===== config.mk =====
export PLATFORM = sky130hd
export DESIGN_NAME = arl_link_ctrl
export DESIGN_NICKNAME = d
export VERILOG_FILES = /design/src/arl_pkg.sv /design/src/arl_fifo.sv /design/src/arl_link_ctrl.sv
export SDC_FILE = /design/constraint.sdc
export NUM_CORES = 1
export LEC_CHECK = 0
export BUFFER_PORTS_ARGS = -buffer_cell sky130_fd_sc_hd__buf_2
export CORE_ASPECT_RATIO = 0.7
export CORE_MARGIN = 5
export CORE_UTILIZATION = 53
export CTS_BUF_LIST = sky130_fd_sc_hd__clkbuf_8
export CTS_CLUSTER_DIAMETER = 80
export DETAILED_ROUTE_END_ITERATION = 8
export PLACE_DENSITY = 0.86
export SYNTH_ARGS = -nofsm -noshare
export SYNTH_HDL_FRONTEND = slang
export SYNTH_HIERARCHICAL = 1
export SYNTH_SLANG_ARGS = --single-unit

===== constraint.sdc =====
create_clock -name core_clk -period 3.65 [get_ports core_clk]
set_input_delay 0.365 -clock core_clk [delete_from_list [all_inputs] [get_ports core_clk]]
set_output_delay 0.365 -clock core_clk [all_outputs]
set_load 0.005 [all_outputs]

===== src/arl_pkg.sv =====
// Constants, register map and state codes of the rate-adaptive ARQ link
`default_nettype none
package arl_pkg;

  // ****************************************************************
  // Widths
  // ****************************************************************
  localparam int CNT_W  = 5;
  localparam int FLT_W  = 8;
  localparam int TRY_W  = 4;
  localparam int ERR_W  = 3;
  localparam int FUZ_W  = 2;
  localparam int CALL_W = 32;
  localparam int ADDR_W = 8;
  localparam int DATA_W = 32;
  localparam int BC_W   = 8;
  localparam int BC_D   = 4;

  // ****************************************************************
  // Register offsets (byte addresses)
  // ****************************************************************
  localparam logic [ADDR_W-1:0] OFF_CTRL   = 8'h00;
  localparam logic [ADDR_W-1:0] OFF_DOWN   = 8'h04;
  localparam logic [ADDR_W-1:0] OFF_UP     = 8'h08;
  localparam logic [ADDR_W-1:0] OFF_TRIES  = 8'h0c;
  localparam logic [ADDR_W-1:0] OFF_TMO    = 8'h10;
  localparam logic [ADDR_W-1:0] OFF_FUZZ   = 8'h14;
  localparam logic [ADDR_W-1:0] OFF_CMD    = 8'h18;
  localparam logic [ADDR_W-1:0] OFF_REMOTE = 8'h1c;
  localparam logic [ADDR_W-1:0] OFF_OWN    = 8'h20;
  localparam logic [ADDR_W-1:0] OFF_STATUS = 8'h24;

  // Control and command bits
  localparam int CTRL_MON  = 0;
  localparam int CTRL_MBOX = 1;
  localparam int CMD_GO    = 0;
  localparam int CMD_CALL  = 1;
  localparam int CMD_DISC  = 2;
  localparam int CMD_EXIT  = 3;
  localparam int CMD_MON   = 4;

  // ****************************************************************
  // Settings: defaults and legal ranges
  // ****************************************************************
  localparam logic [7:0] DOWN_DEF  = 8'h06;
  localparam logic [7:0] DOWN_MIN  = 8'h02;
  localparam logic [7:0] DOWN_MAX  = 8'h1e;
  localparam logic [7:0] UP_DEF    = 8'h03;
  localparam logic [7:0] UP_MIN    = 8'h02;
  localparam logic [7:0] UP_MAX    = 8'h1e;
  localparam logic [7:0] TRIES_DEF = 8'h02;
  localparam logic [7:0] TRIES_MIN = 8'h00;
  localparam logic [7:0] TRIES_MAX = 8'h09;
  localparam logic [7:0] TMO_DEF   = 8'h28;
  localparam logic [7:0] TMO_MIN   = 8'h1e;
  localparam logic [7:0] TMO_MAX   = 8'hff;
  localparam logic [7:0] FUZZ_DEF  = 8'h03;
  localparam logic [7:0] FUZZ_MIN  = 8'h00;
  localparam logic [7:0] FUZZ_MAX  = 8'h03;

  // ****************************************************************
  // Symbol rates
  // ****************************************************************
  localparam logic [1:0] RATE_100 = 2'h0;
  localparam logic [1:0] RATE_200 = 2'h1;
  localparam logic [1:0] RATE_300 = 2'h2;
  localparam logic [1:0] RATE_ONE = 2'h1;

  // ****************************************************************
  // Mode states
  // ****************************************************************
  typedef enum logic [4:0] {
    ST_CMD     = 5'h01,
    ST_STANDBY = 5'h02,
    ST_LINKING = 5'h04,
    ST_LINKED  = 5'h08,
    ST_MONITOR = 5'h10
  } arl_state_e;

endpackage
`default_nettype wire


===== src/arl_fifo.sv =====
// Small flip-flop FIFO with valid/ready on both sides
`default_nettype none
module arl_fifo
  import arl_pkg::*;
#(
  parameter int W = BC_W,
  parameter int D = BC_D
)
(
  // Clock and reset
  input  wire logic         core_clk,
  input  wire logic         rst_n,
  // Fill side
  input  wire logic         in_valid,
  input  wire logic [W-1:0] in_data,
  output logic              in_ready,
  // Drain side
  output logic              out_valid,
  output logic [W-1:0]      out_data,
  input  wire logic         out_ready
);

  localparam int PW = $clog2(D);

  logic [W-1:0]  mem_q [D];
  logic [W-1:0]  mem_d [D];
  logic [PW-1:0] wp_q;
  logic [PW-1:0] wp_d;
  logic [PW-1:0] rp_q;
  logic [PW-1:0] rp_d;
  logic [PW:0]   cnt_q;
  logic [PW:0]   cnt_d;
  logic          push;
  logic          pop;

  // Honest flags: full stalls the filler, empty hides stale words
  assign in_ready  = (cnt_q != (PW+1)'(D));
  assign out_valid = (cnt_q != '0);
  assign out_data  = mem_q[rp_q];
  assign push      = in_valid && in_ready;
  assign pop       = out_valid && out_ready;

  always_comb
  begin
    mem_d = mem_q;
    wp_d  = wp_q;
    rp_d  = rp_q;
    cnt_d = cnt_q;
    if (push)
    begin
      mem_d[wp_q] = in_data;
      wp_d        = (wp_q == PW'(D-1)) ? '0 : wp_q + PW'(1);
    end
    if (pop)
    begin
      rp_d = (rp_q == PW'(D-1)) ? '0 : rp_q + PW'(1);
    end
    if (push && !pop)
    begin
      cnt_d = cnt_q + (PW+1)'(1);
    end
    else if (pop && !push)
    begin
      cnt_d = cnt_q - (PW+1)'(1);
    end
  end

  always_ff @(posedge core_clk or negedge rst_n)
  begin
    if (!rst_n)
    begin
      for (int i = 0; i < D; i++)
      begin
        mem_q[i] <= '0;
      end
      wp_q  <= '0;
      rp_q  <= '0;
      cnt_q <= '0;
    end
    else
    begin
      mem_q <= mem_d;
      wp_q  <= wp_d;
      rp_q  <= rp_d;
      cnt_q <= cnt_d;
    end
  end

endmodule
`default_nettype wire


===== src/arl_link_ctrl.sv =====
// Rate-adaptive ARQ link controller: modes, rate steps, timeouts
// What this block does
// - Step rate down one level after set count of consecutive bad frames.
// - Try to step rate up one level after the set count of good frames.
// - Limit rate-raise attempts to a set maximum of zero to nine.
// - When attempts run out, go back to the old rate until good count again.
// - Linking gives up to standby after set count of unanswered attempts.
// - Linked, that same count of consecutive faulty frames is a timeout.
// - Accept an acknowledgement only if its corrupted bits are within limit.
// - Standby answers calls to own callsign, sends and monitors broadcasts.
// - Link command with a callsign starts a link attempt to that station.
// - Disconnect returns to standby; exit returns to command state.
// - Mailbox control owns the transmitter and refuses manual transmit.
// - Receive-only monitor state; exit returns to command state.
//
// The address map and the plain strobed port were chosen for this implementation.
`default_nettype none
module arl_link_ctrl
  import arl_pkg::*;
(
  // Clock and reset
  input  wire logic              core_clk,
  input  wire logic              rst_n,
  // Register port
  input  wire logic [ADDR_W-1:0] reg_addr,
  input  wire logic [DATA_W-1:0] reg_wdata,
  input  wire logic              reg_wr,
  input  wire logic              reg_rd,
  output logic [DATA_W-1:0]      reg_rdata,
  // Frames from the remote modem
  input  wire logic              frame_valid,
  input  wire logic              frame_good,
  input  wire logic              ack_valid,
  input  wire logic [ERR_W-1:0]  ack_err_bits,
  input  wire logic              rate_up_ok,
  input  wire logic              rate_up_fail,
  // Link setup events
  input  wire logic              link_req_valid,
  input  wire logic [CALL_W-1:0] link_req_call,
  input  wire logic              link_resp,
  input  wire logic              attempt_miss,
  // Broadcast receive path
  input  wire logic              bcast_in_valid,
  input  wire logic [BC_W-1:0]   bcast_in_data,
  output logic                   bcast_in_ready,
  output logic                   bcast_out_valid,
  output logic [BC_W-1:0]        bcast_out_data,
  input  wire logic              bcast_out_ready,
  // Transmit control
  input  wire logic              manual_tx_req,
  output logic                   manual_tx_grant,
  output logic                   mailbox_tx_owner,
  output logic                   bcast_tx_allowed,
  // Link status
  output logic [1:0]             link_rate,
  output logic [4:0]             link_state,
  output logic [CALL_W-1:0]      remote_call_out,
  output logic                   ack_accept,
  output logic                   link_timeout
);

  // ****************************************************************
  // Register file
  // ****************************************************************
  function automatic logic [7:0] clampv(input logic [DATA_W-1:0] v,
                                        input logic [7:0]        lo,
                                        input logic [7:0]        hi);
    logic [7:0] r;
    r = (v < DATA_W'(lo)) ? lo : (v > DATA_W'(hi)) ? hi : v[7:0];
    return r;
  endfunction

  logic              mon_en_q,  mon_en_d;
  logic              mbox_q,    mbox_d;
  logic [CNT_W-1:0]  down_q,    down_d;
  logic [CNT_W-1:0]  up_q,      up_d;
  logic [TRY_W-1:0]  lim_q,     lim_d;
  logic [FLT_W-1:0]  tmo_q,     tmo_d;
  logic [FUZ_W-1:0]  fuzz_q,    fuzz_d;
  logic [CALL_W-1:0] remote_q,  remote_d;
  logic [CALL_W-1:0] own_q,     own_d;
  logic [DATA_W-1:0] rdata_q,   rdata_d;
  logic [DATA_W-1:0] status_w;

  // Out-of-range settings are pinned to the nearest legal value
  always_comb
  begin
    mon_en_d = mon_en_q;
    mbox_d   = mbox_q;
    down_d   = down_q;
    up_d     = up_q;
    lim_d    = lim_q;
    tmo_d    = tmo_q;
    fuzz_d   = fuzz_q;
    remote_d = remote_q;
    own_d    = own_q;
    rdata_d  = '0;
    if (reg_wr)
    begin
      unique case (reg_addr)
        OFF_CTRL:
        begin
          mon_en_d = reg_wdata[CTRL_MON];
          mbox_d   = reg_wdata[CTRL_MBOX];
        end
        OFF_DOWN:   down_d   = CNT_W'(clampv(reg_wdata, DOWN_MIN, DOWN_MAX));
        OFF_UP:     up_d     = CNT_W'(clampv(reg_wdata, UP_MIN, UP_MAX));
        OFF_TRIES:  lim_d    = TRY_W'(clampv(reg_wdata, TRIES_MIN,
                                             TRIES_MAX));
        OFF_TMO:    tmo_d    = FLT_W'(clampv(reg_wdata, TMO_MIN, TMO_MAX));
        OFF_FUZZ:   fuzz_d   = FUZ_W'(clampv(reg_wdata, FUZZ_MIN, FUZZ_MAX));
        OFF_REMOTE: remote_d = reg_wdata;
        OFF_OWN:    own_d    = reg_wdata;
        default:    ;
      endcase
    end
    if (reg_rd)
    begin
      unique case (reg_addr)
        OFF_CTRL:   rdata_d = DATA_W'({mbox_q, mon_en_q});
        OFF_DOWN:   rdata_d = DATA_W'(down_q);
        OFF_UP:     rdata_d = DATA_W'(up_q);
        OFF_TRIES:  rdata_d = DATA_W'(lim_q);
        OFF_TMO:    rdata_d = DATA_W'(tmo_q);
        OFF_FUZZ:   rdata_d = DATA_W'(fuzz_q);
        OFF_REMOTE: rdata_d = remote_q;
        OFF_OWN:    rdata_d = own_q;
        OFF_STATUS: rdata_d = status_w;
        default:    rdata_d = '0;
      endcase
    end
  end

  always_ff @(posedge core_clk or negedge rst_n)
  begin
    if (!rst_n)
    begin
      mon_en_q <= 1'b0;
      mbox_q   <= 1'b0;
      down_q   <= CNT_W'(DOWN_DEF);
      up_q     <= CNT_W'(UP_DEF);
      lim_q    <= TRY_W'(TRIES_DEF);
      tmo_q    <= FLT_W'(TMO_DEF);
      fuzz_q   <= FUZ_W'(FUZZ_DEF);
      remote_q <= '0;
      own_q    <= '0;
      rdata_q  <= '0;
    end
    else
    begin
      mon_en_q <= mon_en_d;
      mbox_q   <= mbox_d;
      down_q   <= down_d;
      up_q     <= up_d;
      lim_q    <= lim_d;
      tmo_q    <= tmo_d;
      fuzz_q   <= fuzz_d;
      remote_q <= remote_d;
      own_q    <= own_d;
      rdata_q  <= rdata_d;
    end
  end

  assign reg_rdata = rdata_q;

  // ****************************************************************
  // Mode and rate control
  // ****************************************************************
  arl_state_e        state_q, state_d;
  logic [1:0]        rate_q,  rate_d;
  logic [1:0]        prev_q,  prev_d;
  logic              trying_q, trying_d;
  logic [TRY_W-1:0]  tries_q, tries_d;
  logic [CNT_W-1:0]  good_q,  good_d;
  logic [CNT_W-1:0]  bad_q,   bad_d;
  logic [FLT_W-1:0]  fault_q, fault_d;
  logic              ack_q,   ack_d;
  logic              tmo_ev_q, tmo_ev_d;
  logic              cmd_hit;
  logic [CNT_W-1:0]  good_inc;
  logic [CNT_W-1:0]  bad_inc;
  logic [FLT_W-1:0]  fault_inc;
  logic [TRY_W-1:0]  tries_inc;

  assign cmd_hit   = reg_wr && (reg_addr == OFF_CMD);
  assign good_inc  = good_q + CNT_W'(1);
  assign bad_inc   = bad_q + CNT_W'(1);
  assign fault_inc = fault_q + FLT_W'(1);
  assign tries_inc = tries_q + TRY_W'(1);
  assign status_w  = {2'h0, fault_q, bad_q, good_q, tries_q, trying_q,
                      rate_q, state_q};

  always_comb
  begin
    state_d  = state_q;
    rate_d   = rate_q;
    prev_d   = prev_q;
    trying_d = trying_q;
    tries_d  = tries_q;
    good_d   = good_q;
    bad_d    = bad_q;
    fault_d  = fault_q;
    ack_d    = 1'b0;
    tmo_ev_d = 1'b0;
    if (cmd_hit && reg_wdata[CMD_EXIT])
    begin
      state_d = ST_CMD;
    end
    else if (cmd_hit && reg_wdata[CMD_DISC] &&
             (state_q == ST_LINKING || state_q == ST_LINKED))
    begin
      state_d = ST_STANDBY;
    end
    else if (cmd_hit && reg_wdata[CMD_MON] && state_q == ST_CMD)
    begin
      state_d = ST_MONITOR;
    end
    else if (cmd_hit && reg_wdata[CMD_GO] &&
             (state_q == ST_CMD || state_q == ST_STANDBY))
    begin
      fault_d = '0;
      state_d = reg_wdata[CMD_CALL] ? ST_LINKING : ST_STANDBY;
    end
    else
    begin
      unique case (state_q)
        ST_STANDBY:
        begin
          if (link_req_valid && link_req_call == own_q)
          begin
            state_d = ST_LINKED;
          end
        end
        ST_LINKING:
        begin
          if (link_resp)
          begin
            state_d = ST_LINKED;
          end
          else if (attempt_miss)
          begin
            fault_d = fault_inc;
            if (fault_inc >= tmo_q)
            begin
              state_d  = ST_STANDBY;
              tmo_ev_d = 1'b1;
            end
          end
        end
        ST_LINKED:
        begin
          // A failed trial is settled before the frame is counted
          if (trying_q && rate_up_ok)
          begin
            trying_d = 1'b0;
            tries_d  = '0;
          end
          else if (trying_q && rate_up_fail)
          begin
            tries_d = tries_inc;
            if (tries_inc >= lim_q)
            begin
              rate_d   = prev_q;
              trying_d = 1'b0;
              tries_d  = '0;
            end
          end
          if (ack_valid)
          begin
            ack_d = (ack_err_bits <= ERR_W'(fuzz_q));
          end
          if (frame_valid && frame_good)
          begin
            bad_d   = '0;
            fault_d = '0;
            good_d  = good_inc;
            if (good_inc >= up_q)
            begin
              good_d = '0;
              if (rate_d != RATE_300 && !trying_d && lim_q != '0)
              begin
                prev_d   = rate_d;
                rate_d   = rate_d + RATE_ONE;
                trying_d = 1'b1;
              end
            end
          end
          else if (frame_valid)
          begin
            good_d  = '0;
            bad_d   = bad_inc;
            fault_d = fault_inc;
            if (bad_inc >= down_q)
            begin
              bad_d = '0;
              if (rate_d != RATE_100)
              begin
                rate_d   = rate_d - RATE_ONE;
                trying_d = 1'b0;
                tries_d  = '0;
              end
            end
            if (fault_inc >= tmo_q)
            begin
              state_d  = ST_STANDBY;
              tmo_ev_d = 1'b1;
            end
          end
        end
        default: ;
      endcase
    end
    // Each new link starts slow and from clean counts
    if (state_d == ST_LINKED && state_q != ST_LINKED)
    begin
      rate_d   = RATE_100;
      trying_d = 1'b0;
      tries_d  = '0;
      fault_d  = '0;
    end
    if (rate_d != rate_q || (state_d == ST_LINKED && state_q != ST_LINKED))
    begin
      good_d = '0;
      bad_d  = '0;
    end
  end

  always_ff @(posedge core_clk or negedge rst_n)
  begin
    if (!rst_n)
    begin
      state_q  <= ST_CMD;
      rate_q   <= RATE_100;
      prev_q   <= RATE_100;
      trying_q <= 1'b0;
      tries_q  <= '0;
      good_q   <= '0;
      bad_q    <= '0;
      fault_q  <= '0;
      ack_q    <= 1'b0;
      tmo_ev_q <= 1'b0;
    end
    else
    begin
      state_q  <= state_d;
      rate_q   <= rate_d;
      prev_q   <= prev_d;
      trying_q <= trying_d;
      tries_q  <= tries_d;
      good_q   <= good_d;
      bad_q    <= bad_d;
      fault_q  <= fault_d;
      ack_q    <= ack_d;
      tmo_ev_q <= tmo_ev_d;
    end
  end

  // ****************************************************************
  // Outputs and broadcast path
  // ****************************************************************
  logic rx_allow;
  logic fifo_in_ready;

  // Standby hears broadcasts only with monitoring on; monitor always
  assign rx_allow = (state_q == ST_STANDBY && mon_en_q) ||
                    state_q == ST_MONITOR;
  assign bcast_in_ready   = rx_allow && fifo_in_ready;
  assign bcast_tx_allowed = (state_q == ST_STANDBY) && !mbox_q;
  assign mailbox_tx_owner = mbox_q;
  assign manual_tx_grant  = manual_tx_req && !mbox_q &&
                            (state_q == ST_STANDBY ||
                             state_q == ST_LINKED);
  assign link_rate        = rate_q;
  assign link_state       = state_q;
  assign remote_call_out  = remote_q;
  assign ack_accept       = ack_q;
  assign link_timeout     = tmo_ev_q;

  arl_fifo #(
    .W (BC_W),
    .D (BC_D)
  ) u_bcast_fifo (
    .core_clk  (core_clk),
    .rst_n     (rst_n),
    .in_valid  (bcast_in_valid && rx_allow),
    .in_data   (bcast_in_data),
    .in_ready  (fifo_in_ready),
    .out_valid (bcast_out_valid),
    .out_data  (bcast_out_data),
    .out_ready (bcast_out_ready)
  );
endmodule
`default_nettype wire


==> out/qor.yml <==
status: "complete, no violations"
syn_to_final_growth_pct: 17.1
clock-sinks: 195
max-slew-margin-rel: 0.293
wl_per_cell_um: 22.9
postLayoutSetupSlackWorst_ns: 0.120
max_clock_freq_ghz: 0.283
yosysWarnings: 6
postSynthAreaPerCell_um2: 11.4
yosys.cell_count.top_type: "dfrtp_1"
vias: 8419
ys.flop_type: "dfrtp_1"
grt_pass1_wl_mm: 47.7
dieArea_mm2: 0.0221
synth_top_area_share: 0.454
fin_crit_sh: 0.967
syn_nets: 1031
yosys.area_share.simple: 0.132
critPathCaptureType: "flip-flop"
grt_pass1_vias: 8525
holdPathStages: 2
routed_via_density: 6.29
drc: 0
synthArstFlopShare: 1.00
syn-cell-area_mm2: 0.0102
cts_buffer_depth: 2
drt_iter0_drc: 1071
holdPathEnd: "ack_accept"
worstSkewPairLatency_ns: 0.50
yosysTopAreaCell: "dfrtp_1"
synth-xor-area-share: 0.0447
yosys.area_share.adder: 0.0496
finalCriticalPeriod_ns: 3.53
drive_gt1_frac: 0.375
place_hpwl_mm: 22.6
finClkSkew_ns: 0.0162
overflow: 0
coreArea_mm2: 0.0189
nets: 1216
antenna_found_initial: 3
power_leakage_nw: 5.75
synth_compound_area_frac: 0.119
h-tree-depth: 4
synth_area_leaders: "dfrtp_1 45%, mux2_2 12%, ha_1 4.7%, xnor2_1 3.1%, dfstp_2 2.6%"
cts_tree: "done"
min_path_type: "in -> reg"
ff2ff_setup_slack_ns: 0.12
r2r-start: "tries_q[0]"
synth-seq-area-share: 0.480
synth_edf_count: 0
rr_endpoint: "bad_q[3]"
routabilityCongestion: 0.974
worst_slew_pin_slew_ns: 1.06
antenna_left: 0
cp_data_arrival_time_ns: 3.91
netlist_top_cells_count: "185 x dfrtp_1, 106 x mux2_2, 62 x nor2_1, 53 x nand2_1, 38 x ha_1"
grt_use_total: 0.278
synth_mux_area_frac: 0.142
hold_viol_final: 0
wl_mm: 30.7
fp.dieW_um: 176
drv_cap: 0
slew_violations: 0
synth.distinct_cells: 78
reg2reg_depth: 14
initial_core_util: 0.539
synth.ff_latch_count: 195
utilization: 0.631
p_per_area_mw_per_mm2: 467
hold_start: "ack_valid"
grt_max_degree: 99
place_ws_ns: -0.144
cts_buffers: 17
cp.required_ns: 4.03
cp-start-kind: "flip-flop"
crit_type: "reg -> reg"
die_h_um: 126
synth_top_family_by_area: "multiplexers"
cts_root_buf: "clkbuf_8"
clk_pin_slew_ns: 0.11
drt-pass1-iter-count: 8
pin_count: 184
critPathMaxFanout: 5
syn_inst: 894
ir_drop_uv: 247
setup_viol: 0
placement_rows: 42
port_buffers: 183
==> cell usage in the layout, fill, tap and decap left out, drive strengths merged, types with 7 or more instances in the layout <==
cell type	n
buf	201
dfrtp	185
mux2	108
nor2	67
nand2	55
inv	45
ha	38
xnor2	36
o21ai	35
a21oi	31
nor3	29
a22oi	25
a222oi	24
clkbuf	18
xor2	16
nand3	15
nor4	12
nand2b	11
a31oi	11
nand4	11
dfstp	10
a22o	8
mux4	8
a21o	7
==> worst max-delay path: stages (launching register included) <==
cell and delay (ns):
dfrtp_1 0.40, ha_1 0.22, xor2_1 0.15, ha_2 0.31
or2_4 0.12, a21oi_4 0.06, nor4_4 0.28, mux2_4 0.34
ha_1 0.19, nor3b_2 0.22, nand2_2 0.11, o31a_1 0.37
a211o_1 0.40, o211ai_4 0.18, nor3_2 0.09
==> report_power, final <==
part / switching [mW] / internal (mW) / leakage [nW]
combinational: 0.921 / 0.660 / 2.91
sequential: 0.254 / 2.30 / 2.64
clock: 0.904 / 0.528 / 0.205
total: 2.08 / 3.49 / 5.75
==> per-layer routing <==
layer | up-vias | share of wire | global-route usage
met5 | - | 0 | 0
met4 | 0 | 0.037 | 0.120
met3 | 85 | 0.10 | 0.0716
met2 | 524 | 0.45 | 0.418
met1 | 4142 | 0.41 | 0.384
li1 | 3668 | - | -
==> worst max path at each step <==
| stage | startpoint | to | slack, ns | cells past startpoint |
|---|---|---|---|---|
| floorplan | tries_q[0] | bad_q[0] | 0.09 | 14 |
| finish | tries_q[0] | bad_q[3] | 0.12 | 14 |
| detailed placement | tries_q[0] | good_q[1] | -0.14 | 14 |
| global placement | tries_q[0] | bad_q[3] | 0.05 | 14 |
| CTS | tries_q[0] | bad_q[3] | 0.02 | 14 |
| global route | tries_q[0] | good_q[4] | -0.02 | 15 |
==> stage by stage <==
| stage | std cells | hold WS (ns) | setup TNS, ns | total power [mW] | area [um^2] |
|---|---|---|---|---|---|
| after floorplan | 894 | 0.0694 | 0 | 3.52 | 10200 |
| after global placement | 1296 | 0.464 | 0 | 3.98 | 11400 |
| after detailed placement | 1296 | 0.475 | -1.31 | 4.04 | 11400 |
| after CTS | 1331 | 0.104 | 0 | 5.53 | 11900 |
| after global routing | 1338 | 0.107 | -0.0967 | 5.84 | 11900 |
| final | 1338 | 0.128 | 0 | 5.57 | 11900 |
==> area by class of cell <==
type | instances | area (um^2)
Inverter | 37 | 139
Fill cell | 1445 | 6980
Clock inverter | 15 | 180
Sequential cell | 195 | 4900
Multi-Input combinational cell | 624 | 5070
Clock buffer | 17 | 234
Timing Repair Buffer | 204 | 1100
Antenna cell | 4 | 10.0
Tap cell | 242 | 303
==> flip-flops by register name, indices dropped and copies added (netlist names) <==
name / cells
bad_q: 5
trying_q: 1
mailbox_tx_owner: 1
good_q: 5
mon_en_q: 1
down_q: 5
ack_accept: 1
remote_call_out: 32
fault_q: 8
lim_q: 4
reg_rdata: 32
prev_q: 2
u_bcast_fifo/mem_q: 32
own_q: 32
u_bcast_fifo/rp_q: 2
link_state: 5
u_bcast_fifo/cnt_q: 3
link_rate: 2
tries_q: 4
fuzz_q: 2
tmo_q: 8
link_timeout: 1
u_bcast_fifo/wp_q: 2
up_q: 5
==> cell families (layout without fill, tap and decap cells) <==
family                   count (synthesis)  count (layout)
flip-flops                             195             195
buffers and inverters                   76             273
AO/OA/AOI/OAI                          170             171
XOR/XNOR                                52              52
other                                    0               4
AND/OR/NAND/NOR                        240             240
multiplexers                           121             121
adder cells (fa/ha/maj)                 40              40
==> repair_timing <==
item,in CTS,in global routing
endpoints found under the setup margin,10,22
endpoints found under the hold margin,85,0
gates cloned,1,0
hold buffers,2,0
pin swaps,3,8
gates resized for setup,6,11
setup buffers,0,3
No activity file was read; power rests on OpenSTA's default activity.
